$ cat config.mk
export PLATFORM = sky130hd
export DESIGN_NAME = cxs_seq
export DESIGN_NICKNAME = d
export VERILOG_FILES = /design/src/include/cxs_pkg.sv /design/src/rtl/cxs_seq.sv
export SDC_FILE = /design/constraint.sdc
export NUM_CORES = 1
export LEC_CHECK = 0
export BUFFER_PORTS_ARGS = -buffer_cell sky130_fd_sc_hd__clkbuf_2
export CORE_MARGIN = 5
export CORE_UTILIZATION = 30
export DETAILED_ROUTE_END_ITERATION = 16
export SLEW_MARGIN = 20
export SYNTH_ARGS = -nofsm -noshare
export SYNTH_HDL_FRONTEND = slang
export SYNTH_SLANG_ARGS = --single-unit
$ cat constraint.sdc
create_clock -name mclk_i -period 2.4 [get_ports mclk_i]
set_clock_uncertainty 0.1 [all_clocks]
set_input_delay 0.12 -clock mclk_i [delete_from_list [all_inputs] [get_ports mclk_i]]
set_output_delay 0.12 -clock mclk_i [all_outputs]
set_load 0.01 [all_outputs]
$ cat src/include/cxs_pkg.sv
// Package of constants and types for the CPU exception sequencer
//
// Contract
// - Accept reset, trace, direct, interrupt, trap by priority
// - Reset handling starts on pin rise or watchdog
// - Reset pin low holds CPU in reset
// - Trace enable starts trace at instruction boundary
// - Trace only in mode 2, never after return
// - Pending interrupt taken at instruction boundary
// - No interrupt sampling after control writes or reset
// - Trap instruction accepted always in execution state; code accepts it in ST_RUN only, not during the first instruction (ST_FIRST)
// - No direct transition, manual reset or normal mode
// - Four-byte vectors; reset 0, trace 5, NMI 7
// - Traps vectors 8-11; external interrupts 16-31
// - Peripheral interrupts use vectors 32 through 99
// - Vector address upper bits are zero
// - Reset clears state; interrupt control mode zero
// - Reset clears trace, sets mask, loads vector
// - All interrupts blocked until first instruction runs
// - Module stop register becomes 0fff at release
// - Stopped module register access has no effect
// - Push PC, flags, extended; then mask, vector fetch
// - Trap sets mask; mode 2 clears trace
package cxs_pkg;

  // ****************************************************************
  // Vector numbers and layout
  // ****************************************************************
  localparam logic [6:0]  VEC_RESET     = 7'h00;
  localparam logic [6:0]  VEC_TRACE     = 7'h05;
  localparam logic [6:0]  VEC_NMI       = 7'h07;
  localparam logic [6:0]  VEC_TRAP_BASE = 7'h08;
  localparam logic [6:0]  VEC_EXT_BASE  = 7'h10;
  localparam logic [6:0]  VEC_INT_FIRST = 7'h20;
  localparam logic [6:0]  VEC_INT_LAST  = 7'h63;
  localparam int          VEC_SHIFT     = 2;
  localparam int          ADDR_W        = 24;

  // ****************************************************************
  // Reset values and timing
  // ****************************************************************
  localparam logic [15:0] MSTOP_RESET   = 16'h0fff;
  localparam logic [1:0]  INTM_RESET    = 2'h0;
  localparam logic [1:0]  INTM_MODE2    = 2'h2;
  localparam int          RES_MIN_STATES = 20;

  // Interrupt request from the interrupt controller
  typedef struct packed {
    logic       req;
    logic       nmi;
    logic [6:0] vec;
  } cxs_irq_t;

  // Exception kind being sequenced
  typedef enum logic [2:0] {
    EXC_NONE, EXC_RESET, EXC_TRACE, EXC_INTR, EXC_TRAP
  } cxs_exc_t;

endpackage

$ cat src/rtl/cxs_seq.sv
// CPU exception sequencer: ranking, vectoring, reset and module stop
`timescale 1ns/1ps
`default_nettype none
module cxs_seq (
  // Clock and reset
  input  wire logic             mclk_i,
  input  wire logic             rst_i,
  // Reset sources
  input  wire logic             reset_input_pin_n_i,
  input  wire logic             wdt_ovf_i,
  // Interrupt controller
  input  wire cxs_pkg::cxs_irq_t irq_i,
  input  wire logic [1:0]       intm_i,
  // CPU execution path
  input  wire logic             insn_done_i,
  input  wire logic             was_rte_i,
  input  wire logic             was_ctl_write_i,
  input  wire logic             trap_i,
  input  wire logic [1:0]       trap_num_i,
  input  wire logic             push_done_i,
  input  wire logic             vec_ack_i,
  input  wire logic             trace_en_i,
  // Peripheral register access
  input  wire logic [3:0]       per_sel_i,
  input  wire logic             per_req_i,
  input  wire logic             mstop_wr_i,
  input  wire logic [15:0]      mstop_wdata_i,
  // Outputs
  output logic                  cpu_halt_o,
  output logic                  push_req_o,
  output logic                  vec_req_o,
  output logic [23:0]           vec_addr_o,
  output logic                  set_imask_o,
  output logic                  clr_trace_o,
  output logic                  exc_busy_o,
  output logic [1:0]            intm_o,
  output logic [15:0]           module_stop_control_register_o,
  output logic                  per_access_ok_o
);
  import cxs_pkg::*;

  // ****************************************************************
  // Synchronisers for the reset pin and watchdog
  // ****************************************************************
  typedef enum logic [2:0] {
    ST_RESET, ST_RVEC, ST_RUN, ST_FIRST, ST_PUSH, ST_VEC
  } cxs_state_t;

  logic       pin_s1_q, pin_s2_q, pin_s3_q;
  logic       wdt_s1_q, wdt_s2_q;
  cxs_state_t state_q, state_d;
  cxs_exc_t   kind_q, kind_d;
  logic [6:0] vec_q, vec_d;
  logic       blk_q, blk_d;
  logic [15:0] mstop_q;
  logic [1:0] intm_q;

  // Two stages before use; third stage only for edge detection
  always_ff @(posedge mclk_i) begin
    if (rst_i) begin
      pin_s1_q <= 1'b0;
      pin_s2_q <= 1'b0;
      pin_s3_q <= 1'b0;
      wdt_s1_q <= 1'b0;
      wdt_s2_q <= 1'b0;
    end else begin
      pin_s1_q <= reset_input_pin_n_i;
      pin_s2_q <= pin_s1_q;
      pin_s3_q <= pin_s2_q;
      wdt_s1_q <= wdt_ovf_i;
      wdt_s2_q <= wdt_s1_q;
    end
  end

  // ****************************************************************
  // Acceptance decode
  // ****************************************************************
  wire pin_low  = ~pin_s2_q;
  wire pin_rise = pin_s2_q & ~pin_s3_q;
  wire wdt_hit  = wdt_s2_q;
  wire in_run   = (state_q == ST_RUN);
  // Trace needs mode 2 and must not follow a return
  wire take_trace = in_run & insn_done_i & trace_en_i
                  & (intm_q == INTM_MODE2) & ~was_rte_i;
  // Interrupts skipped after control writes or until first insn ran
  wire take_intr  = in_run & insn_done_i & irq_i.req
                  & ~was_ctl_write_i & ~blk_q;
  wire take_trap  = in_run & trap_i;
  // Vector of the interrupt: NMI, external or peripheral
  wire [6:0] intr_vec = irq_i.nmi ? VEC_NMI : irq_i.vec;
  wire [6:0] trap_vec = VEC_TRAP_BASE + {5'h00, trap_num_i};

  // ****************************************************************
  // Sequencer next state
  // ****************************************************************
  // Reset outranks everything; direct transition does not exist here
  always_comb begin
    state_d = state_q;
    kind_d  = kind_q;
    vec_d   = vec_q;
    blk_d   = blk_q;
    if (pin_low || wdt_hit) begin
      state_d = ST_RESET;
      kind_d  = EXC_RESET;
      vec_d   = VEC_RESET;
      blk_d   = 1'b1;
    end else begin
      unique case (state_q)
        ST_RESET: begin
          // Pin release or a watchdog pulse that has ended
          if (pin_rise || kind_q == EXC_RESET) begin
            state_d = ST_RVEC;
          end
        end
        ST_RVEC: begin
          if (vec_ack_i) begin
            state_d = ST_FIRST;
            kind_d  = EXC_NONE;
          end
        end
        ST_FIRST: begin
          // First instruction runs with every interrupt blocked
          if (insn_done_i) begin
            state_d = ST_RUN;
            blk_d   = 1'b0;
          end
        end
        ST_RUN: begin
          if (take_trace) begin
            state_d = ST_PUSH;
            kind_d  = EXC_TRACE;
            vec_d   = VEC_TRACE;
          end else if (take_intr) begin
            state_d = ST_PUSH;
            kind_d  = EXC_INTR;
            vec_d   = intr_vec;
          end else if (take_trap) begin
            state_d = ST_PUSH;
            kind_d  = EXC_TRAP;
            vec_d   = trap_vec;
          end
        end
        ST_PUSH: begin
          if (push_done_i) begin
            state_d = ST_VEC;
          end
        end
        ST_VEC: begin
          if (vec_ack_i) begin
            state_d = ST_RUN;
            kind_d  = EXC_NONE;
          end
        end
        default: state_d = ST_RESET;
      endcase
    end
  end

  // Short state register; reset restores defined control state
  always_ff @(posedge mclk_i) begin
    if (rst_i) begin
      state_q <= ST_RESET;
      kind_q  <= EXC_NONE;
      vec_q   <= VEC_RESET;
      blk_q   <= 1'b1;
    end else begin
      state_q <= state_d;
      kind_q  <= kind_d;
      vec_q   <= vec_d;
      blk_q   <= blk_d;
    end
  end

  // ****************************************************************
  // Mode and module stop registers
  // ****************************************************************
  // Mode forced to 0 in reset; the controller sets it afterwards
  always_ff @(posedge mclk_i) begin
    if (rst_i || state_q == ST_RESET) begin
      intm_q <= INTM_RESET;
    end else begin
      intm_q <= intm_i;
    end
  end

  // Written only outside reset so the release value is fixed
  always_ff @(posedge mclk_i) begin
    if (rst_i || state_q == ST_RESET) begin
      mstop_q <= MSTOP_RESET;
    end else if (mstop_wr_i) begin
      mstop_q <= mstop_wdata_i;
    end
  end

  // ****************************************************************
  // Outputs
  // ****************************************************************
  wire in_vec = (state_q == ST_VEC) | (state_q == ST_RVEC);
  // Vector number times four, upper address bits zero
  wire [23:0] addr_w = {15'h0000, vec_q, 2'b00};
  // Mask set on every vector fetch; trace cleared except on traps outside mode 2
  wire clr_tr = (kind_q == EXC_RESET)
              | (kind_q == EXC_TRAP & intm_q == INTM_MODE2)
              | (kind_q == EXC_INTR)
              | (kind_q == EXC_TRACE);
  // Stopped modules see no access at all
  wire acc_ok = per_req_i & ~mstop_q[per_sel_i];

  assign cpu_halt_o  = (state_q == ST_RESET);
  assign push_req_o  = (state_q == ST_PUSH);
  assign vec_req_o   = in_vec;
  assign set_imask_o = in_vec;
  assign clr_trace_o = in_vec & clr_tr;
  assign exc_busy_o  = (state_q != ST_RUN) & (state_q != ST_FIRST);
  assign intm_o      = intm_q;
  assign per_access_ok_o = acc_ok;
  assign module_stop_control_register_o = mstop_q;

  // Vector address held in a flop for a stable fetch
  always_ff @(posedge mclk_i) begin
    if (rst_i) begin
      vec_addr_o <= 24'h000000;
    end else begin
      vec_addr_o <= addr_w;
    end
  end

  // ****************************************************************
  // Assertions
  // ****************************************************************
  // Reset and watchdog hold the core, then fetch vector 0
  a_reset_halts: assert property (
    @(posedge mclk_i) disable iff (rst_i)
    pin_low |=> cpu_halt_o)
    else $error("Reset pin low did not halt");
  a_wdt_halts: assert property (
    @(posedge mclk_i) disable iff (rst_i)
    wdt_hit |=> cpu_halt_o)
    else $error("Watchdog overflow did not halt");
  a_reset_vec: assert property (
    @(posedge mclk_i) disable iff (rst_i)
    (state_q == ST_RVEC) |-> vec_req_o && vec_addr_o == 24'h000000)
    else $error("Reset vector address wrong");
  a_reset_flags: assert property (
    @(posedge mclk_i) disable iff (rst_i)
    (state_q == ST_RVEC) |-> set_imask_o && clr_trace_o)
    else $error("Reset did not set mask and clear trace");
  a_intm_reset: assert property (
    @(posedge mclk_i) disable iff (rst_i)
    (state_q == ST_RESET) |=> intm_o == INTM_RESET)
    else $error("Mode not zero after reset");
  a_mstop_reset: assert property (
    @(posedge mclk_i) disable iff (rst_i)
    (state_q == ST_RESET) |=> module_stop_control_register_o == MSTOP_RESET)
    else $error("Module stop not forced in reset");
  a_mstop_rel: assert property (
    @(posedge mclk_i) disable iff (rst_i)
    (state_q == ST_RESET) ##1 (state_q == ST_RVEC)
      |-> module_stop_control_register_o == 16'h0fff)
    else $error("Module stop not set at release");
  a_no_irq_first: assert property (
    @(posedge mclk_i) disable iff (rst_i)
    (state_q == ST_FIRST) |=> !(kind_q == EXC_INTR))
    else $error("Interrupt taken before first insn");
  a_first_block: assert property (
    @(posedge mclk_i) disable iff (rst_i)
    (state_q == ST_FIRST) |-> blk_q && !exc_busy_o)
    else $error("Interrupts open before first insn");
  // Acceptance follows the ranking and the refusals
  a_trace_first: assert property (
    @(posedge mclk_i) disable iff (rst_i)
    (take_trace && take_intr && !pin_low && !wdt_hit)
      |=> kind_q == EXC_TRACE)
    else $error("Priority order broken");
  a_trace_take: assert property (
    @(posedge mclk_i) disable iff (rst_i)
    (take_trace && !pin_low && !wdt_hit)
      |=> state_q == ST_PUSH && vec_q == VEC_TRACE)
    else $error("Trace not taken");
  a_trace_mode2: assert property (
    @(posedge mclk_i) disable iff (rst_i)
    (state_q == ST_PUSH && kind_q == EXC_TRACE) |-> $past(intm_q) == INTM_MODE2)
    else $error("Trace taken outside mode 2");
  a_trace_mode0: assert property (
    @(posedge mclk_i) disable iff (rst_i)
    (in_run && insn_done_i && intm_q != INTM_MODE2 && !irq_i.req
     && !trap_i && !pin_low && !wdt_hit) |=> state_q != ST_PUSH)
    else $error("Exception taken in mode 0 without source");
  a_trace_rte: assert property (
    @(posedge mclk_i) disable iff (rst_i)
    (in_run && insn_done_i && was_rte_i && !take_intr && !trap_i
     && !pin_low && !wdt_hit) |=> state_q != ST_PUSH)
    else $error("Trace taken after return");
  a_irq_take: assert property (
    @(posedge mclk_i) disable iff (rst_i)
    (take_intr && !take_trace && !pin_low && !wdt_hit)
      |=> state_q == ST_PUSH && kind_q == EXC_INTR)
    else $error("Pending interrupt not taken");
  a_nmi_vec: assert property (
    @(posedge mclk_i) disable iff (rst_i)
    (take_intr && irq_i.nmi && !take_trace && !pin_low && !wdt_hit)
      |=> vec_q == VEC_NMI)
    else $error("NMI vector wrong");
  a_ctl_no_irq: assert property (
    @(posedge mclk_i) disable iff (rst_i)
    (in_run && was_ctl_write_i && !take_trace && !trap_i
     && !pin_low && !wdt_hit) |=> state_q != ST_PUSH)
    else $error("Interrupt sampled after control write");
  a_trap_accept: assert property (
    @(posedge mclk_i) disable iff (rst_i)
    (take_trap && !pin_low && !wdt_hit) |=> state_q == ST_PUSH)
    else $error("Trap not accepted");
  a_trap_vec: assert property (
    @(posedge mclk_i) disable iff (rst_i)
    (take_trap && !take_trace && !take_intr && !pin_low && !wdt_hit)
      |=> vec_q[6:2] == 5'h02 && vec_q[1:0] == $past(trap_num_i))
    else $error("Trap vector wrong");
  // Stacking, then the vector fetch with its flag updates
  a_push_order: assert property (
    @(posedge mclk_i) disable iff (rst_i)
    (state_q == ST_VEC && $past(state_q) != ST_VEC)
      |-> $past(state_q) == ST_PUSH)
    else $error("Vector fetch before push");
  a_push_hold: assert property (
    @(posedge mclk_i) disable iff (rst_i)
    (push_req_o && !push_done_i && !pin_low && !wdt_hit) |=> push_req_o)
    else $error("Push request dropped early");
  a_vec_hold: assert property (
    @(posedge mclk_i) disable iff (rst_i)
    (vec_req_o && !vec_ack_i && !pin_low && !wdt_hit)
      |=> vec_req_o && $stable(vec_addr_o))
    else $error("Vector fetch not held");
  a_vec_map: assert property (
    @(posedge mclk_i) disable iff (rst_i)
    vec_req_o |-> vec_addr_o[8:2] == vec_q && vec_addr_o[1:0] == 2'b00)
    else $error("Vector address not number times four");
  a_vec_upper: assert property (
    @(posedge mclk_i) disable iff (rst_i)
    vec_req_o |-> vec_addr_o[23:9] == 15'h0000)
    else $error("Vector upper bits not zero");
  a_trap_flags: assert property (
    @(posedge mclk_i) disable iff (rst_i)
    (vec_req_o && kind_q == EXC_TRAP)
      |-> set_imask_o && clr_trace_o == (intm_q == INTM_MODE2))
    else $error("Trap flag update wrong");
  a_irq_flags: assert property (
    @(posedge mclk_i) disable iff (rst_i)
    (vec_req_o && kind_q == EXC_INTR) |-> set_imask_o && clr_trace_o)
    else $error("Interrupt flag update wrong");
  // Module stop gates every peripheral access
  a_stop_block: assert property (
    @(posedge mclk_i) disable iff (rst_i)
    mstop_q[per_sel_i] |-> !per_access_ok_o)
    else $error("Access to stopped module");
  a_stop_open: assert property (
    @(posedge mclk_i) disable iff (rst_i)
    (per_req_i && !mstop_q[per_sel_i]) |-> per_access_ok_o)
    else $error("Access to running module refused");

endmodule
`default_nettype wire

# Word level (Yosys, flattened, before mapping)
# Cells that the tools add are included.
# Widths: inputs -> output; s select.
dict set report word_totals {
  register_bits 61
  latchBits 0
  ramBits 0
  romBits 0
  inputBits 46
  out_inout_bits 49
  wordCells 94
  n_memories 0
}
dict set report classes {
  add_sub_neg 1
  multipliers 0
  div 0
  magnitude_cmp 1
  eq_ne 21
  shifts 0
  muxes 20
  bitwise 23
  reduce_logical 14
}
# cell n
set ops {}
lappend ops {{$mux 3} 11}
lappend ops {{$mux 7} 4}
lappend ops {{$pmux 3 s6} 1}
lappend ops {{$and 1x1->1} 13}
lappend ops {{$eq 3x2->1 const B} 4}
lappend ops {{$eq 3x3->1 const B} 3}
lappend ops {{$ne 2x2->1 const B} 4}
lappend ops {{$eq 3x1->1 const B} 2}
lappend ops {{$ne 3x2->1 const B} 2}
lappend ops {{$not 1->1} 6}
lappend ops {{$pmux 3 s2} 1}
lappend ops {{$reduce_and 3->1} 2}
lappend ops {{$reduce_and 6->1} 1}
lappend ops {{$reduce_bool 3->1} 2}
lappend ops {{$add 4x2->5 const A} 1}
lappend ops {{$lt 4x5->1 const B} 1}
lappend ops {{$ne 5x1->1 const B} 1}
lappend ops {{$bmux 1 s4} 1}
lappend ops {{$ne 2x1->1 const B} 2}
lappend ops {{$ne 4x1->1 const B} 1}
lappend ops {{$or 1x1->1} 4}
lappend ops {{$reduce_and 2->1} 2}
lappend ops {{$reduce_or 2->1} 2}
lappend ops {{$logic_not 3->1} 1}
lappend ops {{5 further kinds} 8}

# Longest topological paths before layout
dict set report logic_depth {
  depth_word 9
  mapped_depth 5
}

# Least setup slack after synthesis
# Ideal clock, no wire load.
dict set report synth_timing {
  path_type {register -> output}
  from {register mstop_q[13] (netlist: module_stop_control_register_o[13])}
  to {output per_access_ok_o}
  arrival_time_ps 1475
  setup_slack_ps 705
  path_stages_with_launch 4
  cell_sequence {dfxtp_1 > mux4_1 > mux4_2 > nor2b_1}
}
dict set report synth_between {
  elab_chain_len 4
}
# element line
set synth_rtl {}
lappend synth_rtl {{from (decl)} cxs_seq.sv:55} ;# logic [15:0] mstop_q;
lappend synth_rtl {{from (signal assigned)} cxs_seq.sv:191} ;# mstop_q <= mstop_wdata_i;
lappend synth_rtl {{$bmux 1 s4} cxs_seq.sv:207} ;# wire acc_ok = per_req_i & ~mstop_q[per_sel_i];
lappend synth_rtl {{$mux 1 (not written as such)} cxs_seq.sv:207}
lappend synth_rtl {{$not 1->1} cxs_seq.sv:207}
lappend synth_rtl {{$and 1x1->1} cxs_seq.sv:207}
lappend synth_rtl {{to (decl)} cxs_seq.sv:38} ;# output logic per_access_ok_o
# No other way between the ends. The select of a mux whose other input is x is not followed.

# Worst setup path in the final report
# Same ends and word-level chain as after synthesis.

==> summary.md <==
| Metric | Value |
|---|---|
| Status | `complete, no violations` |
| Max IR drop VDD | `0.288 mV` |
| Die extent in y | `92.6 µm` |
| Post-synthesis sequential area ratio | `43.0%` |
| Distinct cells, synth | `47` |
| GRT overflow | `0` |
| # IOs | `95` |
| Initial antenna violation count | `0` |
| Max-Cap Viols | `0` |
| Commonest non-fill, non-tap cell in the layout | `clkbuf_2` |
| CP Max Fanout | `3` |
| Via count | `1712` |
| Vias per cell | `4.48` |
| Post-Syn Area | `0.00205 mm²` |
| Clock Path Buffers | `2` |
| # DRC | `0` |
| Lkg Pwr | `1.26 nW` |
| CP startpoint kind | `flip-flop` |
| Fin util | `42.1%` |
| GRT Overall Usage | `11.8%` |
| RSZ-0062 raised after global routing | `false` |
| Largest net degree at the start of global routing | `18` |
| Worst Hold Depth | `3` |
| First-pass detailed-route iteration total | `4` |
| Clock latency on the worst-skew pair | `0.30 ns` |
| Root Buffer | `clkbuf_8` |
| P&R area growth vs syn | `38.3%` |
| Met1 usage | `13.8%` |
| Clk sink count | `44` |
| Min Tclk post-route | `2.11 ns` |
| Routed len/inst | `13.1 µm` |
| CTS H-tree depth | `2` |
| CP Class | `reg -> out` |
| IO Port Bufs | `77` |
| Antenna viol nets, final | `0` |
| Post-CTS Setup Bufs | `0` |
| Seq cells post-synth | `44` |
| DP HPWL | `3800 µm` |
| Routed WL | `5000 µm` |
| Antenna cells | `0` |
| Vias in the first global route | `1692` |
| Arr. time, crit path | `1.89 ns` |
| Full die area | `0.00857 mm²` |
| Req. time, crit path | `2.18 ns` |
| Synth area leaders | `dfxtp_1 (43%), mux2i_1 (9.3%), buf_4 (6.6%)` |
| Post-Syn Area per Cell | `10.2 µm²` |
| Layout cell share with drive strength beyond 1 | `32.1%` |
| Synth top area share | `43.0%` |
| Number of synthesis warnings | `0` |
| Met3 GRT Util | `3.82%` |
| Initial drt markers | `35` |
| # setup viols final | `0` |
| Max Clk Rate | `474 MHz` |
| Fin. Hold Viols | `0` |
| FF-to-FF path depth | `5` |
| TritonCTS clock tree | `done` |
| GR peak layer | `met2` |
| Setup TNS Final | `0 ns` |
| Final nets | `347` |
| Inserted Clock Buffers | `5` |
| Worst slew margin | `45.5%` |
| Final GP Congestion | `0.780` |
| Cells after Synth | `201` |
| HP Class | `in -> reg` |
| PD cells | `591 mW/mm²` |
| Die width | `92.6 µm` |
| Most frequent cells in the layout | `clkbuf_2 (77), dfxtp_1 (44), dlygate4sd3_1 (23)` |
| Synth area leader | `dfxtp_1` |
| Worst-Margin Slew | `0.814 ns` |
| CP endpoint kind | `primary output` |
| Core Region | `0.00672 mm²` |
| Worst-path clk slew | `0.08 ns` |
| Met2 Resource Use GR | `19.9%` |
| Tcrit/Tclk final | `88.0%` |
| FP Rows | `30` |
| Count of pins over their slew limit | `0` |
| Initial cell density of the core | `30.5%` |
| First-pass GRT wire length | `7980 µm` |
-- through the flow --
stage | worst slack [ns] | power (mW) | hold WS, ns | instances | instance area [µm²]
after global placement | 0.615 | 0.887 | 0.230 | 351 | 2440
after detailed placement | 0.591 | 0.888 | 0.230 | 351 | 2440
after CTS | 0.284 | 1.70 | 0.0259 | 382 | 2830
final | 0.289 | 1.67 | 0.0402 | 382 | 2830
after global routing | 0.229 | 1.74 | 0.0242 | 382 | 2830
after floorplan | 0.705 | 0.849 | 0.0916 | 217 | 2110
-- critical path, cell delays in order, from the launching register on --
cell and delay (ns):
dfxtp_1 0.34, mux4_1 0.52, mux4_2 0.49, nor2b_1 0.12
clkbuf_2 0.14
-- Yosys cell counts (all sizes together) --
master / count
dfxtp: 44
buf: 23
nand2: 20
mux2i: 19
nor2: 13
nor2b: 11
inv: 5
mux4: 5
a21oi: 4
a32o: 4
and2: 4
clkbuf: 4
nand2b: 4
nor3b: 4
o21ai: 4
a211oi: 3
nand3: 3
nor3: 3
nor4: 2
o21a: 2
o22ai: 2
or3b: 2
a211o: 1
a221oi: 1
a311o: 1
a31o: 1
and3b: 1
conb: 1
nand3b: 1
nand4b: 1
nor4bb: 1
o211a: 1
o211ai: 1
o22a: 1
o31ai: 1
o32ai: 1
or2: 1
or3: 1
-- worst paths after layout --
path	endpoint	slack [ns]	from
worst max-delay path	per_access_ok_o	0.29	module_stop_control_register_o[13]
worst max register to register	vec_q[5]	0.62	intm_o[1]
worst min-delay path	vec_q[3]	0.04	irq_i[3]
worst min register to register	pin_s2_q	0.35	pin_s1_q
-- flip-flops by register name, indices dropped and copies added, names as in the netlist --
name	count
module_stop_control_register_o	16
vec_addr_o	7
vec_q	7
kind_q	3
state_q	3
intm_o	2
blk_q	1
pin_s1_q	1
pin_s2_q	1
pin_s3_q	1
wdt_hit	1
wdt_s1_q	1
-- where the power goes --
group / switching (mW) / internal (mW) / total (mW) / leakage (nW)
combinational: 0.0707 / 0.0874 / 0.158 / 0.826
clock: 0.255 / 0.520 / 0.775 / 0.0784
sequential: 0.00497 / 0.736 / 0.741 / 0.356
total: 0.330 / 1.34 / 1.67 / 1.26
-- metal layers --
layer	share of wire, %	up-vias
li1	-	872
met1	44	757
met2	45	76
met3	9.6	7
met4	1.4	0
met5	0	-
-- kinds of logic (layout without fill, tap and decap cells) --
| group | Yosys count | in the layout | synth area share (%) |
|---|---|---|---|
| and+or+nand+nor | 72 | 72 | 19.9 |
| DFF | 44 | 44 | 43.0 |
| buffers and inverters | 32 | 117 | 9.72 |
| AOI/OAI and AO/OA | 28 | 28 | 11.6 |
| muxes | 24 | 24 | 15.5 |
| other | 1 | 17 | 0.183 |
-- what timing repair did --
item                                   4_1_cts  5_1_grt
endpoints found under the hold margin       23        0
hold buffers                                23        0
gates resized for setup                      0        0
-- layout make-up --
class                           count  area, µm²
Timing Repair Buffer              104        646
Clock inverter                      3       90.1
Clock buffer                        5       68.8
Fill cell                         651       3890
Sequential cell                    44        881
Multi-Input combinational cell    141       1030
Inverter                            5       18.8
Tap cell                           80        100
Note: power is estimated with default switching activity, not from simulation.
